===== src/cia_params.svh =====
// constants for the channel interrupt aggregator: channel count, widths, offsets, reset values
// assumes an 8-bit register port with 6-bit addresses from the serial host interface
`ifndef CIA_PARAMS_SVH
`define CIA_PARAMS_SVH
`define CIA_NUM_CH 3
`define CIA_ADDR_W 6
`define CIA_DATA_W 8
`define CIA_OFF_BLK_IEN 6'h20
`define CIA_OFF_BLK_ISTAT 6'h21
`define CIA_OFF_SRC_ISTAT_CH0 6'h02
`define CIA_OFF_SRC_ISTAT_CH1 6'h0a
`define CIA_OFF_SRC_ISTAT_CH2 6'h12
`define CIA_RST_BLK_IEN 8'h00
`define CIA_RST_BLK_ISTAT 8'h00
`define CIA_SRC_W 8
`endif


===== src/cia_pkg.sv =====
// types shared by the channel interrupt aggregator files
// assumes cia_params.svh is on the include path
`default_nettype none
`include "cia_params.svh"
package cia_pkg;
  typedef logic [`CIA_ADDR_W-1:0] cia_addr_t;
  typedef logic [`CIA_DATA_W-1:0] cia_data_t;
  typedef logic [`CIA_NUM_CH-1:0] cia_chmask_t;
endpackage : cia_pkg
`default_nettype wire


===== src/cia_pend_if.sv =====
// carrier between the register file and the per-channel pending logic
// assumes one clock domain; all members are synchronous to ref_clk_i
`timescale 1ns/1ps
`default_nettype none
interface cia_pend_if;
  import cia_pkg::*;
  cia_chmask_t blk_en;
  cia_chmask_t src_req;
  cia_chmask_t src_rd;
  cia_chmask_t pend;
  modport regs (output blk_en, output src_req, output src_rd, input pend);
  modport chan (input blk_en, input src_req, input src_rd, output pend);
endinterface : cia_pend_if
`default_nettype wire


===== src/cia_top.sv =====
// block-level interrupt enable and status registers for a three-channel line unit
// assumes the serial host decoder gives one-cycle read/write strobes with address and data
`timescale 1ns/1ps
`default_nettype none
module cia_top (
  input wire logic ref_clk_i,
  input wire logic rst_n_i,
  input wire logic wr_stb_i,
  input wire logic rd_stb_i,
  input wire cia_pkg::cia_addr_t addr_i,
  input wire cia_pkg::cia_data_t wdata_i,
  input wire cia_pkg::cia_chmask_t src_req_i,
  output logic [`CIA_DATA_W-1:0] rdata_o,
  output logic rdata_vld_o,
  output logic [`CIA_NUM_CH-1:0] blk_en_o,
  output logic [`CIA_NUM_CH-1:0] pend_o
);
  import cia_pkg::*;
  cia_pend_if pif ();
  cia_chmask_t blk_en_q;
  cia_chmask_t src_rd;
  cia_data_t rdata_d;
  logic en_wr_hit;
  logic en_rd_hit;
  logic st_wr_hit;
  logic st_rd_hit;
  logic other_rd_hit;
  // strobe decodes shared by the checks at the bottom; the datapath keeps its own compares
  assign en_wr_hit = wr_stb_i && (addr_i == `CIA_OFF_BLK_IEN);
  assign en_rd_hit = rd_stb_i && (addr_i == `CIA_OFF_BLK_IEN);
  assign st_wr_hit = wr_stb_i && (addr_i == `CIA_OFF_BLK_ISTAT);
  assign st_rd_hit = rd_stb_i && (addr_i == `CIA_OFF_BLK_ISTAT);
  assign other_rd_hit = rd_stb_i && !en_rd_hit && !st_rd_hit;
  // only the low channel bits exist; upper written bits are simply dropped
  always_ff @(posedge ref_clk_i or negedge rst_n_i) begin
    if (!rst_n_i) begin
      blk_en_q <= cia_chmask_t'(`CIA_RST_BLK_IEN);
    end else if (wr_stb_i && addr_i == `CIA_OFF_BLK_IEN) begin
      blk_en_q <= wdata_i[`CIA_NUM_CH-1:0];
    end
  end
  // a read of a channel's source status register clears its pending flag
  always_comb begin
    src_rd = '0;
    if (rd_stb_i) begin
      src_rd[0] = (addr_i == `CIA_OFF_SRC_ISTAT_CH0);
      src_rd[1] = (addr_i == `CIA_OFF_SRC_ISTAT_CH1);
      src_rd[2] = (addr_i == `CIA_OFF_SRC_ISTAT_CH2);
    end
  end
  assign pif.blk_en = blk_en_q;
  assign pif.src_req = src_req_i;
  assign pif.src_rd = src_rd;
  cia_chan_pend u_pend (
    .ref_clk_i(ref_clk_i),
    .rst_n_i(rst_n_i),
    .pif(pif)
  );
  // read mux; other addresses belong to neighbouring blocks and read zero here
  always_comb begin
    rdata_d = '0;
    case (addr_i)
      `CIA_OFF_BLK_IEN: rdata_d[`CIA_NUM_CH-1:0] = blk_en_q;
      `CIA_OFF_BLK_ISTAT: rdata_d[`CIA_NUM_CH-1:0] = pif.pend;
      default: rdata_d = '0;
    endcase
  end
  // registered read answer, one cycle after the strobe
  always_ff @(posedge ref_clk_i or negedge rst_n_i) begin
    if (!rst_n_i) begin
      rdata_o <= `CIA_RST_BLK_ISTAT;
      rdata_vld_o <= 1'b0;
    end else begin
      rdata_vld_o <= rd_stb_i;
      if (rd_stb_i) begin
        rdata_o <= rdata_d;
      end
    end
  end
  // mirrored outputs, one cycle behind the flags; writes to status are ignored
  always_ff @(posedge ref_clk_i or negedge rst_n_i) begin
    if (!rst_n_i) begin
      blk_en_o <= '0;
      pend_o <= '0;
    end else begin
      blk_en_o <= blk_en_q;
      pend_o <= pif.pend;
    end
  end

  // status reads: upper bits zero, valid pulse along with the data
  AST_STATUS_UPPER_ZERO: assert property (@(posedge ref_clk_i)
    disable iff (!rst_n_i)
    st_rd_hit |=> rdata_o[7:3] == 5'h00 && rdata_vld_o)
    else $error("status upper bits not zero");
  // a write, one idle cycle, then a readback of the same register
  AST_ENABLE_READBACK: assert property (@(posedge ref_clk_i)
    disable iff (!rst_n_i)
    en_wr_hit ##1 !wr_stb_i ##1 en_rd_hit |=> rdata_o == {5'h00, $past(wdata_i[2:0], 3)})
    else $error("enable readback mismatch");
  // a write to the read-only status leaves the flags alone
  AST_STATUS_RO: assert property (@(posedge ref_clk_i)
    disable iff (!rst_n_i)
    st_wr_hit && src_req_i == '0 && !rd_stb_i |=> pif.pend == $past(pif.pend))
    else $error("status changed by a write");
  AST_STATUS_READS_PEND: assert property (@(posedge ref_clk_i)
    disable iff (!rst_n_i)
    st_rd_hit |=> rdata_o[2:0] == $past(pif.pend))
    else $error("status read does not match pending flags");

  // read answer timing: one valid pulse per strobe, data held between reads
  AST_VLD_AFTER_READ: assert property (@(posedge ref_clk_i)
    disable iff (!rst_n_i)
    rd_stb_i |=> rdata_vld_o)
    else $error("read strobe not answered by a valid pulse");
  AST_VLD_NEEDS_READ: assert property (@(posedge ref_clk_i)
    disable iff (!rst_n_i)
    !rd_stb_i |=> !rdata_vld_o)
    else $error("valid pulse without a read strobe");
  AST_RDATA_HOLDS: assert property (@(posedge ref_clk_i)
    disable iff (!rst_n_i)
    !rd_stb_i |=> $stable(rdata_o))
    else $error("read data changed without a read");

  // unused bits and addresses owned by neighbouring blocks answer zero
  AST_ENABLE_UPPER_ZERO: assert property (@(posedge ref_clk_i)
    disable iff (!rst_n_i)
    en_rd_hit |=> rdata_o[7:3] == 5'h00)
    else $error("enable upper bits not zero");
  AST_OTHER_READS_ZERO: assert property (@(posedge ref_clk_i)
    disable iff (!rst_n_i)
    other_rd_hit |=> rdata_o == 8'h00)
    else $error("foreign address did not read zero");

  // the enable register changes only through a write to its own address
  AST_ENABLE_WRITE_LANDS: assert property (@(posedge ref_clk_i)
    disable iff (!rst_n_i)
    en_wr_hit |=> blk_en_q == $past(wdata_i[2:0]))
    else $error("enable write did not land");
  AST_ENABLE_HOLDS: assert property (@(posedge ref_clk_i)
    disable iff (!rst_n_i)
    !en_wr_hit |=> $stable(blk_en_q))
    else $error("enable changed without a write to it");
  AST_ENABLE_READ_LOW: assert property (@(posedge ref_clk_i)
    disable iff (!rst_n_i)
    en_rd_hit |=> rdata_o[2:0] == $past(blk_en_q))
    else $error("enable read does not match the register");

  // register reads and mirror outputs must tell the same story
  AST_ENABLE_READ_MATCHES_MIRROR: assert property (@(posedge ref_clk_i)
    disable iff (!rst_n_i)
    en_rd_hit |=> rdata_o[2:0] == blk_en_o)
    else $error("enable read and enable mirror differ");
  AST_STATUS_MIRROR_READ: assert property (@(posedge ref_clk_i)
    disable iff (!rst_n_i)
    st_rd_hit |=> rdata_o[2:0] == pend_o)
    else $error("status read and pending mirror differ");
  // reading the block status must not clear anything; only source reads do
  AST_STATUS_READ_KEEPS_FLAGS: assert property (@(posedge ref_clk_i)
    disable iff (!rst_n_i)
    st_rd_hit |=> (pif.pend & $past(pif.pend)) == $past(pif.pend))
    else $error("status read cleared a pending flag");

  // mirrors trail their sources by one cycle; a poller of these pins sees that lag
  AST_ENABLE_MIRROR: assert property (@(posedge ref_clk_i)
    disable iff (!rst_n_i)
    blk_en_o == $past(blk_en_q))
    else $error("enable mirror does not trail the register");
  AST_PEND_MIRROR: assert property (@(posedge ref_clk_i)
    disable iff (!rst_n_i)
    pend_o == $past(pif.pend))
    else $error("pending mirror does not trail the flags");

  // all outputs are quiet on the first edge after reset lets go
  AST_RESET_QUIET: assert property (@(posedge ref_clk_i)
    $rose(rst_n_i) |->
    rdata_vld_o == 1'b0 && rdata_o == 8'h00 && blk_en_o == 3'h0 && pend_o == 3'h0)
    else $error("outputs not at reset values after reset release");

  // per-channel checks, one copy per pending flag
  genvar c;
  generate
    for (c = 0; c < `CIA_NUM_CH; c++) begin : g_chk
      // a flag may only rise when its request and its block enable were both high one cycle before
      AST_CH_RISE_NEEDS_ENABLE: assert property (@(posedge ref_clk_i)
        disable iff (!rst_n_i)
        $rose(pif.pend[c]) |-> $past(src_req_i[c]) && $past(blk_en_q[c]))
        else $error("pending flag rose without an enabled request");
      // a flag may only fall after a read of its own source status register
      AST_CH_FALL_NEEDS_READ: assert property (@(posedge ref_clk_i)
        disable iff (!rst_n_i)
        $fell(pif.pend[c]) |-> $past(src_rd[c]))
        else $error("pending flag fell without its source status read");
      // the status bit of this channel reports this channel's flag
      AST_CH_STATUS_BIT: assert property (@(posedge ref_clk_i)
        disable iff (!rst_n_i)
        st_rd_hit |=> rdata_o[c] == $past(pif.pend[c]))
        else $error("status bit reports the wrong channel");
      // the enable bit of this channel reads back in its own position
      AST_CH_ENABLE_BIT: assert property (@(posedge ref_clk_i)
        disable iff (!rst_n_i)
        en_rd_hit |=> rdata_o[c] == $past(blk_en_q[c]))
        else $error("enable bit reads back in the wrong position");
      // a disabled channel with a clear flag keeps it clear
      AST_CH_MASKED_STAYS_CLEAR: assert property (@(posedge ref_clk_i)
        disable iff (!rst_n_i)
        !blk_en_q[c] && !pif.pend[c] |=> !pif.pend[c])
        else $error("disabled channel raised its flag");
      // the pending pin follows a new flag one cycle later
      AST_CH_PEND_OUT_LAGS: assert property (@(posedge ref_clk_i)
        disable iff (!rst_n_i)
        $rose(pif.pend[c]) |=> pend_o[c])
        else $error("pending pin did not follow a new flag");
    end
  endgenerate

endmodule : cia_top
`default_nettype wire


===== src/cia_chan_pend.sv =====
// per-channel sticky pending flags of the block-level status register
// assumes src_req is already qualified by source-level enables, same clock domain
`timescale 1ns/1ps
`default_nettype none
module cia_chan_pend (
  input wire logic ref_clk_i,
  input wire logic rst_n_i,
  cia_pend_if.chan pif
);
  import cia_pkg::*;
  cia_chmask_t raise;
  // a source request only counts when its channel is enabled at block level
  assign raise = pif.src_req & pif.blk_en;
  genvar g;
  generate
    for (g = 0; g < `CIA_NUM_CH; g++) begin : g_ch
      logic pend_q;
      // set wins over the clearing read so a new event is never lost
      always_ff @(posedge ref_clk_i or negedge rst_n_i) begin
        if (!rst_n_i) begin
          pend_q <= 1'b0;
        end else if (raise[g]) begin
          pend_q <= 1'b1;
        end else if (pif.src_rd[g]) begin
          pend_q <= 1'b0;
        end
      end
      assign pif.pend[g] = pend_q;
      AST_HOLD_UNTIL_READ: assert property (@(posedge ref_clk_i)
        disable iff (!rst_n_i) pend_q && !pif.src_rd[g] |=> pend_q)
        else $error("pending flag dropped without a source status read");
      AST_MASKED_NO_SET: assert property (@(posedge ref_clk_i)
        disable iff (!rst_n_i) !pend_q && !pif.blk_en[g] |=> !pend_q)
        else $error("pending flag set while channel disabled");
      AST_SET_ON_REQ: assert property (@(posedge ref_clk_i)
        disable iff (!rst_n_i) pif.src_req[g] && pif.blk_en[g] |=> pend_q)
        else $error("enabled request did not set pending flag");
      AST_CLEAR_ON_READ: assert property (@(posedge ref_clk_i)
        disable iff (!rst_n_i) pif.src_rd[g] && !raise[g] |=> !pend_q)
        else $error("pending flag not cleared by source status read");
    end
  endgenerate
endmodule : cia_chan_pend
`default_nettype wire


===== config.mk =====
export PLATFORM = sky130hd
export DESIGN_NAME = cia_top
export DESIGN_NICKNAME = d
export VERILOG_FILES = /design/src/cia_pkg.sv /design/src/cia_pend_if.sv /design/src/cia_top.sv /design/src/cia_chan_pend.sv
export VERILOG_INCLUDE_DIRS = /design/src
export SDC_FILE = /design/constraint.sdc
export NUM_CORES = 1
export LEC_CHECK = 0
export BUFFER_PORTS_ARGS = -buffer_cell sky130_fd_sc_hd__buf_2
export CAP_MARGIN = 20
export CORE_MARGIN = 3
export CORE_UTILIZATION = 41
export DETAILED_ROUTE_END_ITERATION = 7
export PLACE_DENSITY = 0.81
export SYNTH_ARGS = -nofsm -noshare
export SYNTH_HDL_FRONTEND = slang
export SYNTH_SLANG_ARGS = --single-unit
export TNS_END_PERCENT = 10

===== constraint.sdc =====
create_clock -name ref_clk_i -period 1 [get_ports ref_clk_i]
set_input_delay 0.05 -clock ref_clk_i [delete_from_list [all_inputs] [get_ports ref_clk_i]]
set_output_delay 0.05 -clock ref_clk_i [all_outputs]
set_load 0.005 [all_outputs]

==> results by stage <==
STA:
- The total of endpoints with negative setup slack in the final report is 0.
- The final count of pins violating max slew is 0.
- The worst setup margin is 0.0532 ns.
- The final-layout setup total negative slack is 0 ns.
- The count of endpoints failing hold in the final timing report was 0.
- Across the routed clock network, the largest skew measured is 0.000972 ns.
- The final critical path takes up 94.7% of the cycle.
- Setup repair after global routing left no endpoint under its margin.
- Based on the critical path, the design can be clocked at up to 1.06 GHz.
- After layout, the minimum clock period comes to 0.947 ns.

Clock tree:
- The clock network latency to the later pin of the worst-skew pair is 0.28 ns.
- The clock-pin slew on the worst setup and hold paths is 0.09 ns.
- CTS built an H-tree with a depth of 1.
- The count of clock tree sinks is 16.
- The maximum buffer depth of the clock tree is 2.
- The total clock buffers created by CTS is 3.
- The cell sitting at the root of the clock tree is a clkbuf_4.
- TritonCTS built the clock tree.

Critical path:
- The worst setup path is launched from a flip-flop.
- The slowest stage of the critical path is the dfrtp_1 cell.
- The type of the setup path with the least slack is reg2reg.
- The most critical setup path has its startpoint at u_pend.g_ch[2].pend_q.
- In this run the critical register-to-register path is captured at rdata_o[2].
- The worst setup path is captured at a flip-flop.
- The length in cells of the worst reg-to-reg path is 3.
- The maximum fanout along the worst path is 3.
- The required time of the worst setup path is 1.17 ns.
- The signal on the critical path passes through mux2_1 -> nand2_1 -> o22ai_1.
- The critical path depth is 3.
- The critical path ends at rdata_o[2].
- The critical path buffer and inverter count is 0.
- The cell family contributing the most delay on the critical path is flip-flops.
- The worst reg-to-reg setup slack is 0.05 ns.
- The maximum single-stage delay on the critical path is 0.40 ns.
- The signal arrival time at the worst endpoint is 1.11 ns.
- In this run the critical register-to-register path is launched from u_pend.g_ch[2].pend_q.

Global routing:
- The met2 track utilization from global routing is 25.3%.
- The number of antenna violations at the first check in global routing was 0.
- Global routing used 17.6% of the available met1 tracks.
- For this run the aggregate overflow at the end of global routing stands at 0.
- Global routing consumed, over all layers together, 14.9% of the routing resources.
- The first global-routing pass estimated 2150 um of wire.
- The layer flagged by global routing as most heavily used is met2.
- The via count of the first global-routing pass came to 504.
- The global-route met3 utilization is 2.37%.
- The largest net degree at the start of global routing is 17.

Cells and area:
- Counting the fill cells in the layout gives 114.
- Cells with a size suffix above 1 make up 41.4% of the layout.
- The register area is 400 um2.
- Leaving out filler cells and counting taps, the final layout contains 102.
- From synthesis to final layout, the design area changed by 38.8%.
- The repair_antennas step left the layout with diodes totalling 0.
- In the final design database the tool counted 109 nets.
- The multi-input combinational cells in the finished layout cover a total of 224 um2.

Routing:
- The average wire per cell in the routed design is 13.5 um.
- For this run, design rule violations remaining after detail routing come to 0.
- For this block, the via count after detailed routing is 498.
- The total detailed-routing wirelength is 1380 um.
- The first detailed-routing pass took 4 iterations.
- In the routed layout, each cell is associated on average with a via count of 4.88.
- After the first detailed-routing iteration, the DRC count stood at 7.
- The post-detailed-route count of antenna-violating nets is 0.

Yosys:
- Of the post-synthesis cell area, the part taken by muxes is 10.3%.
- The synthesized area per cell is 13.4 um2.
- The synthesized netlist devotes 0% of its cell area to XOR and XNOR gates.
- The register area share after synthesis is 61.2%.
- During synthesis, Yosys emitted a total of 0 warnings.
- The netlist uses 15 different library cells.
- The total of flip-flops plus latches after synthesis is 16.
- Summing the areas of all and, or, nand and nor instances in the mapped netlist gives 13.6% of the synthesized area.
- Summing the areas of all compound-gate instances in the mapped netlist gives 6.88% of the synthesized area.
- The post-synthesis instance total is 49.
- The main combinational cell family by area after synthesis is simple AND/OR/NAND/NOR gates.
- The post-synthesis instance area is 654 um2.
- The synthesized-area fraction occupied by adder cells is 0%.

Floorplan:
- The floorplan step set the die width to 46.0 um.
- The area of the placeable core is 1400 um2.
- Measured along the y axis, the die boundary spans 46.0 um.
- The area enclosed by the die boundary is 2110 um2.
- The initial standard-cell utilization of the core is 46.8%.
- The count of boundary I/O pins is 36.
- The floorplan has 13 rows.

Place:
- During placement, the flow inserted port buffers numbering 25.
- The minimum setup slack after placement is -0.156 ns.
- Detailed placement ended at an HPWL of 1030 um.
- The total placed cells including tap cells is 89.
- At the end of routability-driven placement, the weighted congestion stood at 0.771.

Hold path:
- In this run the worst hold path is classified as in2reg.
- Counting instances, the worst hold path has a depth of 2.

Power and ir drop:
- The analysis attributes to cell leakage a power of 0.469 nW.
- The highest ir drop seen on vdd is 0.969 mV.
- The cell area power density is 1650 nW/um2.

Run status:
- The flow ran to the end, and the final reports show no timing, DRC or antenna violations.

Run:
- The number of max-capacitance violations reported is 0.
==> cells in the final DEF (no fill, tap or decap), drive strengths merged <==
master       instances
buf                 28
dfrtp               16
dlygate4sd3          7
mux2                 6
conb                 5
nand2                4
clkbuf               4
inv                  3
o22ai                3
a22o                 3
nor2                 2
nand3                2
nor4                 1
nand4b               1
and4bb               1
nand3b               1
==> repair_timing <==
item,CTS,global route
hold buffers,6,1
endpoints found under the hold margin,21,1
gates resized for setup,0,1
buffers inserted,0,2
setup endpoints to repair,0,1
==> report_power, final <==
part / switching, mW / internal (mW) / leakage (nW)
logic: 0.110 / 0.162 / 0.256
registers: 0.0565 / 0.752 / 0.192
clock network: 0.196 / 0.221 / 0.0210
==> per-stage QoR <==
| stage | cell area, um2 | hold slack, ns | utilization, % | power, mW |
|---|---|---|---|---|
| 6_report | 908 | 0.0274 | 64.9 | 1.50 |
| 3_5_place_dp | 783 | -0.0248 | 56.0 | 1.05 |
| 4_1_cts | 880 | 0.00189 | 62.9 | 1.49 |
| 5_1_grt | 908 | 0.0213 | 64.9 | 1.59 |
| 3_3_place_gp | 783 | -0.0280 | 56.0 | 1.04 |
| 2_1_floorplan | 669 | -0.246 | - | 0.920 |
==> metal layers <==
layer / up-vias / share of wire (%)
met5: - / 0
met3: 2 / 8.6
met2: 21 / 49
met1: 236 / 42
met4: 0 / 0.29
li1: 239 / -
==> layout make-up <==
class / count / area share, %
Clock buffer: 4 / 3.99
Inverter: 3 / 1.24
Multi-Input combinational cell: 29 / 24.7
Sequential cell: 16 / 44.1
Timing Repair Buffer: 35 / 24.0
Tap cell: 15 / 2.07
==> worst min path at each step <==
stage	end	start	slack [ns]
after global routing	u_pend.g_ch[0].pend_q	src_req_i[0]	0.02
after global placement	pend_o[1]	rst_n_i	-0.03
after floorplan	blk_en_o[0]	rst_n_i	-0.25
after detailed placement	pend_o[1]	rst_n_i	-0.02
final	u_pend.g_ch[0].pend_q	src_req_i[0]	0.03
after CTS	u_pend.g_ch[2].pend_q	src_req_i[2]	0.002
==> cell usage after synthesis, drive strengths merged <==
library cell | n | area share (%)
dfrtp | 16 | 61
mux2 | 6 | 10
buf | 5 | 5.7
nand2 | 4 | 2.3
a22o | 3 | 4.0
inv | 3 | 1.7
o22ai | 3 | 2.9
nand3 | 2 | 1.5
nor2 | 2 | 1.1
and4bb | 1 | 1.9
conb | 1 | 0.57
nand3b | 1 | 1.1
nand4b | 1 | 2.3
nor4 | 1 | 3.3
==> state kept, by name, summed over array words and instances, names as in the netlist <==
name	count
blk_en_o	3
u_pend.g_ch.pend_q	3
rdata_vld_o	1
pend_o	3
rdata_o	3
blk_en_q	3
==> logic make-up (layout without fill, tap and decap cells) <==
family | count (synthesis) | after routing
muxes | 6 | 6
AOI/OAI and AO/OA | 6 | 6
DFF | 16 | 16
and+or+nand+nor | 12 | 12
buffers and inverters | 8 | 42
other | 1 | 5
(Power assumes the default switching activity.)
